===== config.mk =====
export PLATFORM = sky130hd
export DESIGN_NAME = prio_bank
export DESIGN_NICKNAME = d
export VERILOG_FILES = /design/src/rtl/prio_bank_pkg.sv /design/src/rtl/prio_bank.sv /design/src/rtl/prio_word.sv
export SDC_FILE = /design/constraint.sdc
export NUM_CORES = 1
export LEC_CHECK = 0
export CORE_MARGIN = 2
export CORE_UTILIZATION = 61
export DETAILED_ROUTE_END_ITERATION = 7
export DONT_BUFFER_PORTS = 1
export PLACE_DENSITY = 0.86
export REMOVE_ABC_BUFFERS = 1
export SLEW_MARGIN = 40
export SYNTH_ARGS = -nofsm -noshare
export SYNTH_HDL_FRONTEND = slang
export SYNTH_HIERARCHICAL = 1
export SYNTH_SLANG_ARGS = --single-unit

===== constraint.sdc =====
create_clock -name clk -period 3.9 [get_ports clk]
set_input_delay 0 -clock clk [delete_from_list [all_inputs] [get_ports clk]]
set_output_delay 0 -clock clk [all_outputs]
set_load 0.01 [all_outputs]

===== src/rtl/prio_bank_pkg.sv =====
// Package with register map, field layout and reset values of the priority bank
package prio_bank_pkg;

  localparam int ADDR_W = 12;
  localparam int FIELD_W = 3;
  localparam int NUM_REGS = 7;
  localparam int NUM_FIELDS = 17;

  // Register indices as printed (8..13, 15); byte address is four times the index
  localparam logic [ADDR_W-1:0] IDX_SPI_B = 12'h008;
  localparam logic [ADDR_W-1:0] IDX_CAPTURE_A = 12'h009;
  localparam logic [ADDR_W-1:0] IDX_COMPARE_CAPTURE = 12'h00A;
  localparam logic [ADDR_W-1:0] IDX_PARPORT_COMPARE = 12'h00B;
  localparam logic [ADDR_W-1:0] IDX_TWOWIRE_B = 12'h00C;
  localparam logic [ADDR_W-1:0] IDX_EXT_PINS_B = 12'h00D;
  localparam logic [ADDR_W-1:0] IDX_CALENDAR = 12'h00F;

  // Implemented-bit masks, one per register
  localparam logic [15:0] MASK_SPI_B = 16'h0077;
  localparam logic [15:0] MASK_CAPTURE_A = 16'h7770;
  localparam logic [15:0] MASK_COMPARE_CAPTURE = 16'h7777;
  localparam logic [15:0] MASK_PARPORT_COMPARE = 16'h0077;
  localparam logic [15:0] MASK_TWOWIRE_B = 16'h0770;
  localparam logic [15:0] MASK_EXT_PINS_B = 16'h0770;
  localparam logic [15:0] MASK_CALENDAR = 16'h0700;

  // Every implemented field powers up as 100, level 4
  localparam logic [FIELD_W-1:0] FIELD_RESET = 3'h4;
  localparam logic [15:0] NIBBLE_RESET = 16'h4444;
  localparam logic [FIELD_W-1:0] LEVEL_OFF = 3'h0;

  // Field low-bit positions
  localparam int POS_14 = 12;
  localparam int POS_10 = 8;
  localparam int POS_6 = 4;
  localparam int POS_2 = 0;

  typedef struct packed {
    logic [FIELD_W-1:0] spi_b_event_level;
    logic [FIELD_W-1:0] spi_b_fault_level;
    logic [FIELD_W-1:0] capture5_level;
    logic [FIELD_W-1:0] capture4_level;
    logic [FIELD_W-1:0] capture3_level;
    logic [FIELD_W-1:0] compare7_level;
    logic [FIELD_W-1:0] compare6_level;
    logic [FIELD_W-1:0] compare5_level;
    logic [FIELD_W-1:0] capture6_level;
    logic [FIELD_W-1:0] parallel_port_level;
    logic [FIELD_W-1:0] compare8_level;
    logic [FIELD_W-1:0] twowire_b_master_level;
    logic [FIELD_W-1:0] twowire_b_slave_level;
    logic [FIELD_W-1:0] ext_pin4_level;
    logic [FIELD_W-1:0] ext_pin3_level;
    logic [FIELD_W-1:0] calendar_level;
  } levels_t;

  typedef struct packed {
    logic psel;
    logic penable;
    logic pwrite;
    logic [ADDR_W-1:0] paddr;
    logic [31:0] pwdata;
  } apb_req_t;

  typedef struct packed {
    logic pready;
    logic pslverr;
    logic [31:0] prdata;
  } apb_rsp_t;

endpackage


===== src/rtl/prio_bank.sv =====
`timescale 1ns/100ps
// APB register bank of interrupt priority fields feeding the arbiter

// Notes on behaviour
// Fields are three bits; code 111 means level 7, the highest.
// Code 001 is level 1; codes between give their binary value.
// Code 000 disables the source entirely.
// Unimplemented bits read zero and ignore writes.
// Power-on reset loads 100, level 4, into every field.
// Every field bit is readable and writable; read returns last write.
// Register 8: SPI B event bits 6-4, fault bits 2-0.
// Register 9: capture 5 at 14-12, 4 at 10-8, 3 at 6-4.
// Register 10: compare 7, 6, 5 and capture 6 in four fields.
// Register 11: parallel port bits 6-4, compare 8 bits 2-0.
// Register 12: two-wire B master 10-8, slave 6-4.
// Register 13: external pin 4 at 10-8, pin 3 at 6-4.
// Register 15: calendar level at 10-8, rest unimplemented.
// Field levels drive the arbiter continuously, effective next cycle.
module prio_bank
  import prio_bank_pkg::*;
(
  input wire logic clk,
  input wire logic resetn,
  input wire apb_req_t apb_req,
  output apb_rsp_t apb_rsp,
  output levels_t levels,
  output logic [NUM_FIELDS-2:0] source_enabled
);

  localparam logic [ADDR_W-1:0] IDX_TABLE [NUM_REGS] = '{
    IDX_SPI_B, IDX_CAPTURE_A, IDX_COMPARE_CAPTURE, IDX_PARPORT_COMPARE,
    IDX_TWOWIRE_B, IDX_EXT_PINS_B, IDX_CALENDAR};
  localparam logic [15:0] MASK_TABLE [NUM_REGS] = '{
    MASK_SPI_B, MASK_CAPTURE_A, MASK_COMPARE_CAPTURE, MASK_PARPORT_COMPARE,
    MASK_TWOWIRE_B, MASK_EXT_PINS_B, MASK_CALENDAR};

  // Word select from a byte address; low two bits must be zero
  function automatic logic hit(input logic [ADDR_W-1:0] addr,
                               input logic [ADDR_W-1:0] idx);
    hit = (addr[1:0] == 2'h0) && (addr[ADDR_W-1:2] == idx[ADDR_W-3:0]);
  endfunction

  logic [15:0] word [NUM_REGS];
  logic [NUM_REGS-1:0] sel;
  logic access;
  logic any_hit;
  logic [15:0] rd_word;
  apb_rsp_t apb_rsp_r;
  apb_rsp_t apb_rsp_nxt;
  levels_t levels_r;
  levels_t levels_nxt;
  logic [NUM_FIELDS-2:0] enabled_r;
  logic [NUM_FIELDS-2:0] enabled_nxt;
  logic pending_r;

  // Access phase, answered one cycle after it starts (pready registered)
  assign access = apb_req.psel && apb_req.penable && !pending_r;

  // Register instances and their decode
  genvar g;
  generate
    for (g = 0; g < NUM_REGS; g++) begin : g_reg
      assign sel[g] = hit(apb_req.paddr, IDX_TABLE[g]);
      prio_word #(.MASK(MASK_TABLE[g])) u_word (
        .clk(clk),
        .resetn(resetn),
        .wr_en(access && apb_req.pwrite && sel[g]),
        .wr_data(apb_req.pwdata[15:0]),
        .value(word[g])
      );
    end
  endgenerate

  assign any_hit = |sel;

  // Read mux; upper bus bits and unmapped words read zero
  always_comb begin
    rd_word = 16'h0000;
    for (int i = 0; i < NUM_REGS; i++) begin
      if (sel[i]) begin
        rd_word = rd_word | word[i];
      end
    end
  end

  assign apb_rsp_nxt.pready = access;
  assign apb_rsp_nxt.pslverr = access && !any_hit;
  assign apb_rsp_nxt.prdata = (access && !apb_req.pwrite) ? {16'h0000, rd_word} : 32'h0;

  // Field extraction from the stored words
  assign levels_nxt.spi_b_event_level = word[0][POS_6 +: FIELD_W];
  assign levels_nxt.spi_b_fault_level = word[0][POS_2 +: FIELD_W];
  assign levels_nxt.capture5_level = word[1][POS_14 +: FIELD_W];
  assign levels_nxt.capture4_level = word[1][POS_10 +: FIELD_W];
  assign levels_nxt.capture3_level = word[1][POS_6 +: FIELD_W];
  assign levels_nxt.compare7_level = word[2][POS_14 +: FIELD_W];
  assign levels_nxt.compare6_level = word[2][POS_10 +: FIELD_W];
  assign levels_nxt.compare5_level = word[2][POS_6 +: FIELD_W];
  assign levels_nxt.capture6_level = word[2][POS_2 +: FIELD_W];
  assign levels_nxt.parallel_port_level = word[3][POS_6 +: FIELD_W];
  assign levels_nxt.compare8_level = word[3][POS_2 +: FIELD_W];
  assign levels_nxt.twowire_b_master_level = word[4][POS_10 +: FIELD_W];
  assign levels_nxt.twowire_b_slave_level = word[4][POS_6 +: FIELD_W];
  assign levels_nxt.ext_pin4_level = word[5][POS_10 +: FIELD_W];
  assign levels_nxt.ext_pin3_level = word[5][POS_6 +: FIELD_W];
  assign levels_nxt.calendar_level = word[6][POS_10 +: FIELD_W];

  // Code 000 gates the source off; any other code is its level 1..7
  generate
    for (g = 0; g < NUM_FIELDS - 1; g++) begin : g_en
      assign enabled_nxt[g] = (levels_nxt[g*FIELD_W +: FIELD_W] != LEVEL_OFF);
    end
  endgenerate

  // Output flops; levels lag the stored word by one edge
  always_ff @(posedge clk) begin
    if (!resetn) begin
      apb_rsp_r <= '0;
      pending_r <= 1'b0;
      levels_r <= {(NUM_FIELDS - 1){FIELD_RESET}};
      enabled_r <= '1;
    end else begin
      apb_rsp_r <= apb_rsp_nxt;
      pending_r <= access;
      levels_r <= levels_nxt;
      enabled_r <= enabled_nxt;
    end
  end

  assign apb_rsp = apb_rsp_r;
  assign levels = levels_r;
  assign source_enabled = enabled_r;

  // Checks
  chk_write_lands: assert property (@(posedge clk) disable iff (!resetn)
    access && apb_req.pwrite && sel[2] |->
      ##1 word[2] == (apb_req.pwdata[15:0] & MASK_COMPARE_CAPTURE))
    else $error("priority word did not take written value");
  chk_unimpl_zero: assert property (@(posedge clk) disable iff (!resetn)
    apb_rsp.pready |->
      apb_rsp.prdata[31:16] == 16'h0000 && (apb_rsp.prdata[15:0] & ~16'h7777) == 16'h0000)
    else $error("unimplemented bit read as one");
  chk_ready_timing: assert property (@(posedge clk) disable iff (!resetn)
    apb_req.psel && apb_req.penable && !pending_r |-> ##1 apb_rsp.pready)
    else $error("pready late");
  chk_level_follow: assert property (@(posedge clk) disable iff (!resetn)
    ##1 levels.capture5_level == $past(word[1][POS_14 +: FIELD_W]))
    else $error("level output did not follow field");
  chk_off_disables: assert property (@(posedge clk) disable iff (!resetn)
    levels.calendar_level == LEVEL_OFF |-> !source_enabled[0])
    else $error("disabled source still enabled");
  chk_spi_map: assert property (@(posedge clk) disable iff (!resetn)
    ##1 levels.spi_b_fault_level == $past(word[0][2:0]))
    else $error("fault level mapped wrong");
  chk_unmapped_err: assert property (@(posedge clk) disable iff (!resetn)
    access && !any_hit |=> apb_rsp.pslverr && apb_rsp.prdata == 32'h0)
    else $error("unmapped address not flagged");
  chk_reset_level: assert property (@(posedge clk)
    !resetn |=> levels.ext_pin3_level == FIELD_RESET && word[5] == 16'h0440)
    else $error("reset value wrong");
  cov_write: cover property (@(posedge clk) disable iff (!resetn) access && apb_req.pwrite && any_hit);
  cov_read: cover property (@(posedge clk) disable iff (!resetn) access && !apb_req.pwrite && any_hit);
  cov_off: cover property (@(posedge clk) disable iff (!resetn) levels.compare8_level == LEVEL_OFF);
  cov_top_level: cover property (@(posedge clk) disable iff (!resetn) levels.calendar_level == 3'h7);
  cov_back_to_back: cover property (@(posedge clk) disable iff (!resetn) access ##3 access);

  // The answer is a single-cycle pulse; a request still held after pready is taken again two cycles after its first take
  chk_ready_pulse: assert property (@(posedge clk) disable iff (!resetn)
    apb_rsp.pready |=> !apb_rsp.pready)
    else $error("pready stood longer than one cycle");

  // Each level output carries the bits its rule names, one edge behind the word
  chk_spi_event_map: assert property (@(posedge clk) disable iff (!resetn)
    ##1 levels.spi_b_event_level == $past(word[0][6:4]))
    else $error("event level mapped wrong");
  chk_capture4_map: assert property (@(posedge clk) disable iff (!resetn)
    ##1 levels.capture4_level == $past(word[1][10:8]))
    else $error("capture 4 level mapped wrong");
  chk_capture3_map: assert property (@(posedge clk) disable iff (!resetn)
    ##1 levels.capture3_level == $past(word[1][6:4]))
    else $error("capture 3 level mapped wrong");
  chk_compare7_map: assert property (@(posedge clk) disable iff (!resetn)
    ##1 levels.compare7_level == $past(word[2][14:12]))
    else $error("compare 7 level mapped wrong");
  chk_compare6_map: assert property (@(posedge clk) disable iff (!resetn)
    ##1 levels.compare6_level == $past(word[2][10:8]))
    else $error("compare 6 level mapped wrong");
  chk_compare5_map: assert property (@(posedge clk) disable iff (!resetn)
    ##1 levels.compare5_level == $past(word[2][6:4]))
    else $error("compare 5 level mapped wrong");
  chk_capture6_map: assert property (@(posedge clk) disable iff (!resetn)
    ##1 levels.capture6_level == $past(word[2][2:0]))
    else $error("capture 6 level mapped wrong");
  chk_parport_map: assert property (@(posedge clk) disable iff (!resetn)
    ##1 levels.parallel_port_level == $past(word[3][6:4]))
    else $error("parallel port level mapped wrong");
  chk_compare8_map: assert property (@(posedge clk) disable iff (!resetn)
    ##1 levels.compare8_level == $past(word[3][2:0]))
    else $error("compare 8 level mapped wrong");
  chk_twowire_master_map: assert property (@(posedge clk) disable iff (!resetn)
    ##1 levels.twowire_b_master_level == $past(word[4][10:8]))
    else $error("two-wire master level mapped wrong");
  chk_twowire_slave_map: assert property (@(posedge clk) disable iff (!resetn)
    ##1 levels.twowire_b_slave_level == $past(word[4][6:4]))
    else $error("two-wire slave level mapped wrong");
  chk_pin4_map: assert property (@(posedge clk) disable iff (!resetn)
    ##1 levels.ext_pin4_level == $past(word[5][10:8]))
    else $error("pin 4 level mapped wrong");
  chk_pin3_map: assert property (@(posedge clk) disable iff (!resetn)
    ##1 levels.ext_pin3_level == $past(word[5][6:4]))
    else $error("pin 3 level mapped wrong");
  chk_calendar_map: assert property (@(posedge clk) disable iff (!resetn)
    ##1 levels.calendar_level == $past(word[6][10:8]))
    else $error("calendar level mapped wrong");

  // Writes land at the access edge; the master still holds its data one edge later
  chk_write_spi: assert property (@(posedge clk) disable iff (!resetn)
    access && apb_req.pwrite && sel[0] |=>
      word[0] == (apb_req.pwdata[15:0] & MASK_SPI_B))
    else $error("spi word did not take written value");
  chk_write_capture: assert property (@(posedge clk) disable iff (!resetn)
    access && apb_req.pwrite && sel[1] |=>
      word[1] == (apb_req.pwdata[15:0] & MASK_CAPTURE_A))
    else $error("capture word did not take written value");
  chk_write_parport: assert property (@(posedge clk) disable iff (!resetn)
    access && apb_req.pwrite && sel[3] |=>
      word[3] == (apb_req.pwdata[15:0] & MASK_PARPORT_COMPARE))
    else $error("parallel port word did not take written value");
  chk_write_twowire: assert property (@(posedge clk) disable iff (!resetn)
    access && apb_req.pwrite && sel[4] |=>
      word[4] == (apb_req.pwdata[15:0] & MASK_TWOWIRE_B))
    else $error("two-wire word did not take written value");
  chk_write_pins: assert property (@(posedge clk) disable iff (!resetn)
    access && apb_req.pwrite && sel[5] |=>
      word[5] == (apb_req.pwdata[15:0] & MASK_EXT_PINS_B))
    else $error("pin word did not take written value");
  chk_write_calendar: assert property (@(posedge clk) disable iff (!resetn)
    access && apb_req.pwrite && sel[6] |=>
      word[6] == (apb_req.pwdata[15:0] & MASK_CALENDAR))
    else $error("calendar word did not take written value");

  // A read answers with the word as it stood at the access edge
  chk_read_spi: assert property (@(posedge clk) disable iff (!resetn)
    access && !apb_req.pwrite && sel[0] |=> apb_rsp.prdata == {16'h0000, $past(word[0])})
    else $error("spi word read back wrong");
  chk_read_capture: assert property (@(posedge clk) disable iff (!resetn)
    access && !apb_req.pwrite && sel[1] |=> apb_rsp.prdata == {16'h0000, $past(word[1])})
    else $error("capture word read back wrong");
  chk_read_compare: assert property (@(posedge clk) disable iff (!resetn)
    access && !apb_req.pwrite && sel[2] |=> apb_rsp.prdata == {16'h0000, $past(word[2])})
    else $error("compare word read back wrong");
  chk_read_parport: assert property (@(posedge clk) disable iff (!resetn)
    access && !apb_req.pwrite && sel[3] |=> apb_rsp.prdata == {16'h0000, $past(word[3])})
    else $error("parallel port word read back wrong");
  chk_read_twowire: assert property (@(posedge clk) disable iff (!resetn)
    access && !apb_req.pwrite && sel[4] |=> apb_rsp.prdata == {16'h0000, $past(word[4])})
    else $error("two-wire word read back wrong");
  chk_read_pins: assert property (@(posedge clk) disable iff (!resetn)
    access && !apb_req.pwrite && sel[5] |=> apb_rsp.prdata == {16'h0000, $past(word[5])})
    else $error("pin word read back wrong");
  chk_read_calendar: assert property (@(posedge clk) disable iff (!resetn)
    access && !apb_req.pwrite && sel[6] |=> apb_rsp.prdata == {16'h0000, $past(word[6])})
    else $error("calendar word read back wrong");

  // Spare bit positions never hold a one, whatever software wrote
  chk_spare_spi: assert property (@(posedge clk) disable iff (!resetn)
    (word[0] & ~MASK_SPI_B) == 16'h0000)
    else $error("spare spi bit set");
  chk_spare_capture: assert property (@(posedge clk) disable iff (!resetn)
    (word[1] & ~MASK_CAPTURE_A) == 16'h0000)
    else $error("spare capture bit set");
  chk_spare_compare: assert property (@(posedge clk) disable iff (!resetn)
    (word[2] & ~MASK_COMPARE_CAPTURE) == 16'h0000)
    else $error("spare compare bit set");
  chk_spare_parport: assert property (@(posedge clk) disable iff (!resetn)
    (word[3] & ~MASK_PARPORT_COMPARE) == 16'h0000)
    else $error("spare parallel port bit set");
  chk_spare_twowire: assert property (@(posedge clk) disable iff (!resetn)
    (word[4] & ~MASK_TWOWIRE_B) == 16'h0000)
    else $error("spare two-wire bit set");
  chk_spare_pins: assert property (@(posedge clk) disable iff (!resetn)
    (word[5] & ~MASK_EXT_PINS_B) == 16'h0000)
    else $error("spare pin bit set");
  chk_spare_calendar: assert property (@(posedge clk) disable iff (!resetn)
    (word[6] & ~MASK_CALENDAR) == 16'h0000)
    else $error("spare calendar bit set");

  // Reset leaves 100 in every implemented field and zero elsewhere
  chk_reset_spi: assert property (@(posedge clk)
    !resetn |=> word[0] == 16'h0044)
    else $error("spi reset value wrong");
  chk_reset_capture: assert property (@(posedge clk)
    !resetn |=> word[1] == 16'h4440)
    else $error("capture reset value wrong");
  chk_reset_compare: assert property (@(posedge clk)
    !resetn |=> word[2] == 16'h4444)
    else $error("compare reset value wrong");
  chk_reset_parport: assert property (@(posedge clk)
    !resetn |=> word[3] == 16'h0044)
    else $error("parallel port reset value wrong");
  chk_reset_twowire: assert property (@(posedge clk)
    !resetn |=> word[4] == 16'h0440)
    else $error("two-wire reset value wrong");
  chk_reset_calendar: assert property (@(posedge clk)
    !resetn |=> word[6] == 16'h0400)
    else $error("calendar reset value wrong");

endmodule


===== src/rtl/prio_word.sv =====
`timescale 1ns/100ps
// One 16-bit priority register holding only its implemented bits
module prio_word
  import prio_bank_pkg::*;
#(
  parameter logic [15:0] MASK = 16'h0000
) (
  input wire logic clk,
  input wire logic resetn,
  input wire logic wr_en,
  input wire logic [15:0] wr_data,
  output logic [15:0] value
);

  logic [15:0] value_r;
  logic [15:0] value_nxt;

  // Unimplemented bits are masked off so writes never reach them
  assign value_nxt = wr_en ? (wr_data & MASK) : value_r;

  // Reset loads 100 into every implemented field
  always_ff @(posedge clk) begin
    if (!resetn) begin
      value_r <= NIBBLE_RESET & MASK;
    end else begin
      value_r <= value_nxt;
    end
  end

  assign value = value_r;

endmodule


* Yosys cells after proc, flatten, opt, wreduce, memory -nomap -nowiden
Cells that the tools add are included.
** Cells by class
- Div/mod/pow operators :: 0
- Bitwise operators :: 6
- Multiply operators :: 0
- Add/sub/neg operators :: 0
- Reductions and logical operators :: 41
- Shift operators :: 0
- Eq/ne operators :: 7
- Muxes and demuxes :: 7
- Order comparisons :: 0
** Operators with widths (count)
- 16-bit two-way mux :: 6
- 10-bit by 4-bit equality test with 1-bit output (second input constant) :: 7
- 16-bit by 11-bit OR with 16-bit output :: 3
- 3-bit nonzero test :: 16
- 16-bit by 15-bit OR with 16-bit output :: 2
- 1-bit logical AND :: 19
- 16-bit by 7-bit OR with 16-bit output :: 1
- 7-bit two-way mux :: 1
- 7-bit OR reduction :: 1
- 1-bit logical NOT :: 3
- 2-bit logical NOT :: 1
- 2-bit AND reduction :: 1
** Word-level totals
- Bits in read-only memories :: 0
- Latch bits :: 0
- Input bits :: 49
- Register bits after elaboration :: 146
- Memories kept :: 0
- Word-level logic and storage cells :: 89
- Output and inout bits :: 98
- Bits in writable memories :: 0

* Logic depth before layout (Yosys ltp)
Gate-level depths: netlist (run 1).
- Word-level depth :: 15
- Depth in mapped cells :: 8
- Depth with buffers taken out :: 5

* Modules after synthesis
Netlist (run 1), hierarchy kept.
** By module, submodules not included
- prio_bank :: cells an instance 352, instances 1, area an instance 3534.6 um2, sequential area each 1641.6 um2
- prio_word at g_reg[0].u_word ... :: cells an instance 30, instances 4, area an instance 302.8 um2, sequential area each 120.1 um2
- prio_word at g_reg[2].u_word :: cells an instance 43, instances 1, area an instance 474.2 um2, sequential area each 240.2 um2
- prio_word at g_reg[1].u_word :: cells an instance 36, instances 1, area an instance 386.6 um2, sequential area each 180.2 um2
- prio_word at g_reg[6].u_word :: cells an instance 23, instances 1, area an instance 207.7 um2, sequential area each 60.1 um2

* Worst setup path after synthesis (run 1)
No wires, ideal clock.
- Path kind :: input port to flip-flop
- From :: in apb_req[41] (netlist name)
- To :: reg g_reg[2].u_word.value_r[10]
- Buffers on the path :: 1
- Setup slack :: 2277 ps
- Arrival :: 1497 ps
- Required time :: 3774 ps
- Library setup time :: 126 ps
- Stages :: 6
- Path through :: nor4_4 > nand3_1 > nor2_1 > buf_6 > mux2i_1 > nand2_1
** Between the ends
- Word-level cells in the longest chain between the ends :: 3
** RTL lines
- start: declaration :: RTL line prio_bank.sv:24 : input wire apb_req_t apb_req,
- 10-bit by 4-bit equality test with 1-bit output :: RTL line prio_bank.sv:40 : hit = (addr[1:0] == 2'h0) && (addr[ADDR_W-1:2] == idx[ADDR_W-3:0]);
- 1-bit logical AND :: RTL line prio_bank.sv:40
- 1-bit logical AND :: RTL line prio_bank.sv:67 : .wr_en(access && apb_req.pwrite && sel[g]),
- end signal: assignment :: RTL line prio_word.sv:24 : value_r <= NIBBLE_RESET & MASK;
- end signal: assignment :: RTL line prio_word.sv:26 : value_r <= value_nxt;
- end: declaration :: RTL line prio_word.sv:15 : logic [15:0] value_r;
Every way passes these cells.
A chain may end at the register's enable or synchronous reset.

* Worst setup path in the final report (run 1)
- From :: in apb_req[42] (netlist name)
- To :: reg g_reg[2].u_word.value_r[14]
The elaborated chain is that of the path after synthesis.

==> flow_metrics.env, run 1 <==
export IMPL_die_w_um=102
export IMPL_track_usage_pct=25.6
export IMPL_final_layout_size_suffix_gt1_share_pct=7.54
export IMPL_core_area_um2=9240
export IMPL_wirelength_mm=12.9
export IMPL_dr_pass1_iters=5
export IMPL_ant_nets=0
export IMPL_required_ns=4.30
export IMPL_endpoint_kind="flop"
export IMPL_finalCriticalPeriod_ns=3.21
export IMPL_syn_avg_cell_area_um2=10.1
export IMPL_path_class="in -> reg"
export IMPL_synth_cell_type_count=33
export IMPL_grt_pass1_wl_mm=20.1
export IMPL_crit_fanout=19
export IMPL_post_synth_top_area_fraction_pct=44.8
export IMPL_start_util_pct=62.9
export IMPL_htreeDepth=4
export IMPL_fmax_ghz=0.312
export IMPL_maxCapViolations=0
export IMPL_final_cell_mix="dfxtp_1 (130), conb_1 (80), mux2i_1 (68)"
export IMPL_tns_ns=0
export IMPL_hold_violations=2
export IMPL_synth_area_um2=5810
export IMPL_yosysTopAreaCell="dfxtp_1"
export IMPL_rsz0062_at_grt="false"
export IMPL_syn_to_final_growth_pct=9.92
export IMPL_post_drt_wl_per_cell_um=17.8
export IMPL_gp_congestion=0.834
export IMPL_drt_initial_drc_count=206
export IMPL_cts_root_buffer_cell="clkbuf_8"
export IMPL_ys_seq_area_share_pct=44.8
export IMPL_slew_headroom_pct=47.9
export IMPL_clockBufferDepth=2
export IMPL_grt_max_degree=98
export IMPL_worst_hold_slack_ns=-0.00446
export IMPL_die_area_um2=10300
export IMPL_syn_instance_count=574
export IMPL_setup_viol=0
export IMPL_place_inst=662
export IMPL_crit_arrival_ns=3.60
export IMPL_drc=0
export IMPL_period_share_pct=82.2
export IMPL_hp_class="in -> reg"
export IMPL_max_vdd_ir_drop_mv=0.219
export IMPL_grt_pass1_vias=3870
export IMPL_final_cell_count_no_fill=727
export IMPL_clk_latency_ns=0.51
export IMPL_clock_sinks=130
export IMPL_yosysWarnings=6
export IMPL_io_buffers=0
export IMPL_stdcell_area_um2=6390
export IMPL_vias=3879
export IMPL_tritoncts="built"
export IMPL_vias_per_cell=5.34
export IMPL_final_common_cell="dfxtp_1"
export IMPL_totalPowerFinal_mw=3.04
export IMPL_post_cts_buffers=0
export IMPL_finalMaxSlewViolations=0
export IMPL_ys_top_cells_by_area="dfxtp_1 (45%), mux2i_1 (12%), buf_4 (11%)"
export IMPL_pin_count=147
export IMPL_die_h_um=102
export IMPL_dpl_hpwl_mm=7.37
export IMPL_grt_ovfl_total=0
export IMPL_clk_pin_slew_ns=0.06
export IMPL_cts_made_buffers=17
export IMPL_status="finished with violations"
export IMPL_antenna_found_initial=1
export IMPL_fin_skew_ns=0.00544
export IMPL_total_leakage_power_nw=2.44
export IMPL_tightest_slew_ns=0.781
export IMPL_violations="negative hold slack"
export IMPL_placementRows=35
export IMPL_place_area_um2=5470
export IMPL_power_density_nw_per_um2=475
export IMPL_nets=633
export IMPL_synth_seq_cells=130
export IMPL_final_core_util_pct=69.2
export IMPL_crit_path_start_kind="primary input"
## kinds of logic after synthesis
group	Yosys count	synth area share, %
AOI/OAI and AO/OA	54	6.15
buffers and inverters	117	14.1
DFF	130	44.8
muxes	68	11.7
other	8	0.516
and+or+nand+nor	197	22.8
## Yosys cell counts
master and number:
nand3b_1 3, nor4b_4 1, a22oi_1 6, a31oi_1 10
or4bb_1 1, nor4_4 2, or3_1 16, buf_6 8
and2b_1 1, nand3_1 1, buf_4 83, nor3b_1 16
nor2_1 2, buf_2 7, o21ai_0 22, a41oi_1 6
clkbuf_1 18, and2_1 33, nand2b_1 16, buf_1 1
o22a_1 10, conb_1 8, and3b_1 12, nor2b_1 35
nand2_1 16, and4b_1 4, nand4b_4 1, nand4_1 18
and2_0 1, dfxtp_1 130, and3_1 16, mux2i_1 68
nor3_1 2
## critical path, stage by stage
cell           delay (ns)
dlygate4sd3_1        0.59
nor4_4               0.16
dlygate4sd3_1        0.61
buf_4                0.27
nand3_1              0.32
nor2_2               0.53
buf_4                0.28
mux2i_1              0.20
nand2_1              0.06
dlygate4sd3_1        0.56
## flip-flops by register name, summed over array words and instances, names as in the netlist
name            flops
apb_rsp            18
g.u_word/value     48
levels             48
source_enabled     16
## final timing paths
check                                         from                                endpoint  slack (ns)  cells past startpoint
max                                    apb_req[42]  g_reg[2].u_word/value[14]$_SDFFE_PN1P_        0.69                     10
min reg2reg  g_reg[2].u_word/value[2]$_SDFFE_PN1P_                   levels[23]$_SDFF_PN1_        0.47                      1
max reg2reg                 apb_rsp[33]$_SDFF_PN0_  g_reg[2].u_word/value[14]$_SDFFE_PN1P_        1.27                      7
min                                    apb_req[35]   g_reg[2].u_word/value[6]$_SDFFE_PN1P_      -0.004                      4
## layer usage
layer / wire length, um / share of wire, % / up-vias / track usage (%)
li1: - / - / 1857 / -
met2: 6550 / 51 / 150 / 43.9
met4: 176 / 1.4 / 0 / 9.67
met3: 968 / 7.5 / 16 / 7.87
met5: 0 / 0 / - / 0
met1: 5220 / 40 / 1856 / 29.9
## per-stage QoR
step / hold WS, ns / setup WS (ns)
3_3_place_gp: 0.0724 / 1.69
2_1_floorplan: 0.0619 / 1.42
6_report: -0.00446 / 0.694
4_1_cts: 0.00182 / 0.600
5_1_grt: 0.00738 / 0.512
3_5_place_dp: 0.0735 / 1.60
## layout make-up
cell class / instances / area, um2
clock inverters: 12 / 155
clock buffers: 20 / 435
flip-flops and latches: 130 / 2600
repair buffers: 36 / 353
fillers: 705 / 2850
diodes: 1 / 2.50
well taps: 129 / 161
multi-input cells: 399 / 2680
## where the power goes
part,leakage [nW],total [mW],internal [mW],switching [mW]
registers,1.05,1.33,1.33,0.00105
logic,1.10,0.129,0.0524,0.0769
clock network,0.286,1.58,0.993,0.585
## repair_timing
item	4_1_cts	5_1_grt
gates resized for setup	0	0
hold endpoints to repair	126	1
hold buffers	31	1
Power figures use the tool's default switching activity.
==> run 2, diff against run 1 <==
==> constraint.sdc (replaced) <==
create_clock -name clk -period 3.2 [get_ports clk]
set_input_delay 0 -clock clk [delete_from_list [all_inputs] [get_ports clk]]
set_output_delay 0 -clock clk [all_outputs]
set_load 0.01 [all_outputs]
==> run 2 against run 1 <==
Net effect:
- the flow now finishes without violations
- clock skew rose by 0.0025 ns
- wire length rose by 0.38%
- register-to-register slack got worse by 0.70 ns
- first-iteration DRC count fell by 27%
- cell count rose by 0.41%
- critical path type unchanged
==> flow_metrics.env, run 2 (synthesized netlist as in run 1, its figures left out) <==
export IMPL_gp_congestion=0.837
export IMPL_crit_reg2reg_launch="apb_rsp[33]$_SDFF_PN0_"
export IMPL_fmax_ghz=0.334
export IMPL_grt_max_degree=98
export IMPL_vias=3971
export IMPL_final_layout_size_suffix_gt1_share_pct=7.49
export IMPL_required_ns=3.60
export IMPL_final_cell_count_no_fill=730
export IMPL_drt_initial_drc_count=151
export IMPL_status="finished clean"
export IMPL_max_vdd_ir_drop_mv=0.300
export IMPL_cts_root_buffer_cell="clkbuf_8"
export IMPL_cp_cell_sequence="dlygate4sd3_1 -> nor4_4 -> dlygate4sd3_1 -> buf_6 -> nand3_4 -> nor2_2 -> buf_4 -> mux2i_1 -> dlygate4sd3_1 -> nand2_1 -> dlygate4sd3_1"
export IMPL_track_usage_pct=26.2
export IMPL_p_comb_share_pct=4.6
export IMPL_core_area_um2=9240
export IMPL_cp_startpoint="apb_req[42]"
export IMPL_crit_arrival_ns=3.39
export IMPL_cts_made_buffers=17
export IMPL_final_core_util_pct=69.2
export IMPL_power_density_nw_per_um2=552
export IMPL_setup_viol=0
export IMPL_final_common_cell="dfxtp_1"
export IMPL_die_w_um=102
export IMPL_start_util_pct=62.9
export IMPL_power_switching_mw=0.777
export IMPL_hp_class="in -> reg"
export IMPL_seq_power_share_pct=46.0
export IMPL_syn_to_final_growth_pct=9.92
export IMPL_pin_count=147
export IMPL_clk_pin_slew_ns=0.06
export IMPL_htreeDepth=4
export IMPL_path_class="in -> reg"
export IMPL_clock_sinks=130
export IMPL_hold_violations=0
export IMPL_clk_latency_ns=0.52
export IMPL_slowest_delay_ns=0.60
export IMPL_post_drt_wl_per_cell_um=17.7
export IMPL_final_cell_mix="dfxtp_1 (130), conb_1 (80), mux2i_1 (68)"
export IMPL_post_cts_buffers=0
export IMPL_tightest_slew_ns=0.816
export IMPL_rsz0062_at_grt="false"
export IMPL_grt_pass1_wl_mm=20.6
export IMPL_cp_common_cell="dlygate4sd3_1"
export IMPL_r2r_slack_ns=0.57
export IMPL_die_area_um2=10300
export IMPL_slowest_stage="dlygate4sd3_1"
export IMPL_crit_fanout=19
export IMPL_nets=638
export IMPL_fin_skew_ns=0.00792
export IMPL_dr_pass1_iters=6
export IMPL_drc=0
export IMPL_crit_path_start_kind="primary input"
export IMPL_finalCriticalPeriod_ns=2.99
export IMPL_tns_ns=0
export IMPL_endpoint_kind="flop"
export IMPL_antenna_found_initial=0
export IMPL_grt_pass1_vias=4101
export IMPL_tritoncts="built"
export IMPL_internal_power_mw=2.75
export IMPL_total_leakage_power_nw=2.45
export IMPL_ant_nets=0
export IMPL_antenna_cells=0
export IMPL_slew_headroom_pct=45.5
export IMPL_grt_ovfl_total=0
export IMPL_vias_per_cell=5.44
export IMPL_wirelength_mm=13.0
export IMPL_clockPowerShare_pct=49.5
export IMPL_place_inst=665
export IMPL_clockBufferDepth=2
export IMPL_period_share_pct=93.5
export IMPL_finalMaxSlewViolations=0
export IMPL_die_h_um=102
export IMPL_swShare_pct=22.0
export IMPL_io_buffers=0
export IMPL_maxCapViolations=0
export IMPL_dpl_hpwl_mm=7.47
export IMPL_placementRows=35
export IMPL_min_from="apb_req[37]"
==> run 2: changes by cell type in the layout (fill, tap and decap cells not counted), sizes merged <==
| cell | previous run | this run |
|---|---|---|
| clkbuf | 20 | 23 |
| bufinv | 3 | 1 |
| inv | 2 | 0 |
| dlygate4sd3 | 28 | 30 |
| diode | 1 | 0 |
| buf | 8 | 11 |
==> run 2: timing repair <==
item / CTS / global route
endpoints found under the setup margin: 0 / 1
gates resized for setup: 0 / 6
hold endpoints to repair: 126 / 0
hold buffers: 34 / 0
==> run 2: final cells by class <==
cell class | count | area (um2)
Sequential cell | 130 | 2600
Multi-Input combinational cell | 399 | 2680
Tap cell | 129 | 161
Clock inverter | 8 | 81.3
Fill cell | 688 | 2850
Timing Repair Buffer | 41 | 407
Clock buffer | 23 | 457
==> run 2: path summary, 6_finish.rpt <==
| path | depth (start not counted) | end |
|---|---|---|
| worst max-delay path | 11 | g_reg[2].u_word/value[10]$_SDFFE_PN1P_ |
| worst min register to register | 1 | levels[23]$_SDFF_PN1_ |
| worst min-delay path | 3 | apb_rsp[8]$_SDFF_PN0_ |
| worst max register to register | 8 | g_reg[2].u_word/value[10]$_SDFFE_PN1P_ |
==> run 2: layer usage <==
metal | GRT usage, % | part of all wire [%] | vias to the layer above
li1 | - | - | 1862
met4 | 13.2 | 2.8 | 0
met1 | 30.4 | 40 | 1888
met5 | 0 | 0 | -
met3 | 6.49 | 6.9 | 36
met2 | 44.7 | 50 | 185
==> run 2: power by group through the flow <==
stage          Combinational [mW]  Sequential, mW  Clock [mW]
6_report                    0.161            1.62        1.75
4_1_cts                     0.152            1.62        1.76
3_5_place_dp               0.0843            1.66           0
3_3_place_gp               0.0830            1.66           0
2_1_floorplan              0.0722            1.66           0
5_1_grt                     0.174            1.62        1.83
==> run 2: stage by stage <==
stage	setup WS (ns)	power, mW	cell area [um2]	hold slack, ns
floorplan	0.723	1.73	5270	0.0619
global placement	1.27	1.74	5480	0.0725
detailed placement	1.24	1.74	5480	0.0751
CTS	0.0585	3.54	6380	0.000499
global route	0.0610	3.63	6390	0.0240
finish	0.207	3.53	6390	0.0340
==> run 2: critical path, delay by kind of cell <==
kind | cells | cell delay (ns)
buf+inv | 6 | 2.69
mux | 1 | 0.20
simple gates | 4 | 0.47
==> run 3, diff against run 2 <==
--- a/config.mk
+++ b/config.mk
@@ -6,11 +6,13 @@
 export NUM_CORES = 1
 export LEC_CHECK = 0
 export CORE_MARGIN = 2
-export CORE_UTILIZATION = 61
+export CORE_UTILIZATION = 40
 export DETAILED_ROUTE_END_ITERATION = 7
 export DONT_BUFFER_PORTS = 1
-export PLACE_DENSITY = 0.86
+export MAX_ROUTING_LAYER = met4
+export PLACE_DENSITY = 0.63
 export REMOVE_ABC_BUFFERS = 1
+export SETUP_SLACK_MARGIN = 0.4
 export SLEW_MARGIN = 40
 export SYNTH_ARGS = -nofsm -noshare
 export SYNTH_HDL_FRONTEND = slang
==> run 3 against run 2 <==
Net effect:
- utilization shrank 24 points
- first-iteration DRC count grew 42%
- combinational power shrank 9%
- clock power grew 17%
==> flow_metrics.env, run 3 (synthesized netlist as in run 1, its figures left out) <==
export IMPL_slew_headroom_pct=46.0
export IMPL_drc=0
export IMPL_cp_startpoint="apb_rsp[33]$_SDFF_PN0_"
export IMPL_grt_pass1_wl_mm=20.8
export IMPL_die_w_um=125
export IMPL_setup_viol=0
export IMPL_final_layout_size_suffix_gt1_share_pct=7.45
export IMPL_grt_ovfl_total=0
export IMPL_critPathBufInv=2
export IMPL_tightest_slew_ns=0.808
export IMPL_endpoint_kind="flop"
export IMPL_cts_made_buffers=17
export IMPL_total_leakage_power_nw=2.43
export IMPL_cp_cell_sequence="and4b_1 -> nand3_1 -> nor3_2 -> buf_4 -> mux2i_1 -> nand2_1 -> dlygate4sd3_1"
export IMPL_grt_max_degree=98
export IMPL_finalMaxSlewViolations=0
export IMPL_crit_path_start_kind="flop"
export IMPL_r2r_end="g_reg[1].u_word/value[14]$_SDFFE_PN1P_"
export IMPL_period_share_pct=83.9
export IMPL_finalCriticalPeriod_ns=2.69
export IMPL_cts_root_buffer_cell="clkbuf_16"
export IMPL_die_h_um=125
export IMPL_io_buffers=0
export IMPL_gp_congestion=0.814
export IMPL_clk_latency_ns=0.42
export IMPL_crit_path_end="g_reg[1].u_word/value[14]$_SDFFE_PN1P_"
export IMPL_grt_pass1_vias=3746
export IMPL_rsz0062_at_grt="false"
export IMPL_totalPowerFinal_mw=3.80
export IMPL_power_density_nw_per_um2=591
export IMPL_htreeDepth=4
export IMPL_slowest_delay_ns=0.57
export IMPL_crit_reg2reg_launch="apb_rsp[33]$_SDFF_PN0_"
export IMPL_die_area_um2=15500
export IMPL_ant_nets=0
export IMPL_fill_cells=1364
export IMPL_tns_ns=0
export IMPL_max_vdd_ir_drop_mv=0.344
export IMPL_clock_sinks=130
export IMPL_maxCapViolations=0
export IMPL_placementRows=44
export IMPL_crit_arrival_ns=2.99
export IMPL_final_cell_mix="dfxtp_1 (130), conb_1 (80), mux2i_1 (68)"
export IMPL_hp_class="in -> reg"
export IMPL_track_usage_pct=17.9
export IMPL_crit_fanout=7
export IMPL_slowest_stage="dlygate4sd3_1"
export IMPL_vias_per_cell=4.82
export IMPL_final_common_cell="dfxtp_1"
export IMPL_antenna_found_initial=0
export IMPL_post_cts_buffers=0
export IMPL_clk_pin_slew_ns=0.06
export IMPL_post_drt_wl_per_cell_um=17.0
export IMPL_core_area_um2=14400
export IMPL_path_class="reg -> reg"
export IMPL_hold_violations=0
export IMPL_clockBufferDepth=2
export IMPL_status="finished clean"
export IMPL_nets=629
export IMPL_cp_num_cells=7
export IMPL_required_ns=3.50
export IMPL_wirelength_mm=13.2
export IMPL_vias=3735
export IMPL_r2r_slack_ns=0.51
export IMPL_tritoncts="built"
export IMPL_drt_initial_drc_count=214
export IMPL_r2r_cells=7
export IMPL_dpl_hpwl_mm=8.21
export IMPL_fin_skew_ns=0.00762
export IMPL_antenna_cells=0
export IMPL_start_util_pct=40.5
export IMPL_dr_pass1_iters=4
export IMPL_fmax_ghz=0.372
export IMPL_pin_count=147
export IMPL_syn_to_final_growth_pct=10.7
export IMPL_critical_path_top_delay_family="simple AND/OR/NAND/NOR gates"
==> run 3: cell count changes in the layout (fill, tap and decap cells not counted), moves of 3 or more <==
cell	previous run	this run
bufinv_16	1	4
clkbuf_1	4	0
clkinvlp_4	2	5
dlygate4sd3_1	30	23
==> run 3: metal layers <==
| layer | GRT usage [%] | part of all wire [%] | up-vias |
|---|---|---|---|
| met2 | 28.2 | 48 | 109 |
| met3 | 5.76 | 5.2 | 22 |
| met1 | 21.6 | 45 | 1769 |
| met4 | 6.74 | 1.8 | 0 |
| met5 | - | 0 | - |
| li1 | - | - | 1835 |
==> run 3: repair_timing <==
action	in CTS	in global routing
resized for setup	0	0
hold buffers	25	0
hold endpoints to repair	126	0
==> run 3: where the power goes <==
group / internal (mW) / leakage [nW] / switching (mW) / total [mW]
Clock: 1.32 / 0.287 / 0.718 / 2.04
Sequential: 1.62 / 1.05 / 0.00116 / 1.62
Combinational: 0.0618 / 1.09 / 0.0857 / 0.147
==> run 3: tightest hold or removal path: cells and delay by family <==
family | cells | cell delay, ns
compound gates | 2 | 0.26
simple gates | 1 | 0.13
==> run 3: worst min path at each step <==
stage,startpoint,to,slack (ns),depth (start not counted)
after floorplan,resetn,g_reg[0].u_word/value[2]$_SDFFE_PN1P_,0.06,1
after global routing,apb_req[35],apb_rsp[6]$_SDFF_PN0_,0.03,3
after detailed placement,resetn,g_reg[6].u_word/value[10]$_SDFFE_PN1P_,0.08,1
final,apb_req[34],apb_rsp[10]$_SDFF_PN0_,0.03,3
after CTS,apb_req[34],apb_rsp[10]$_SDFF_PN0_,0.0003,3
after global placement,resetn,g_reg[1].u_word/value[10]$_SDFFE_PN1P_,0.08,1
==> run 3: layout make-up <==
cell class	count	area, um2	area share, %
clock inverters	12	184	2.86
well taps	184	230	3.58
repair buffers	32	315	4.90
flip-flops and latches	130	2600	40.4
clock buffers	18	439	6.82
multi-input cells	399	2670	41.4
==> run 3: through the flow <==
step | setup WS, ns | cells | utilization, % | hold WS, ns | cell area [um2]
3_5_place_dp | 1.14 | 720 | 38.6 | 0.0770 | 5550
2_1_floorplan | 0.723 | 529 | - | 0.0619 | 5270
6_report | 0.514 | 775 | 44.8 | 0.0262 | 6440
4_1_cts | 0.574 | 775 | 44.8 | 0.000314 | 6440
3_3_place_gp | 1.16 | 720 | 38.6 | 0.0759 | 5550
5_1_grt | 0.425 | 775 | 44.8 | 0.0304 | 6440
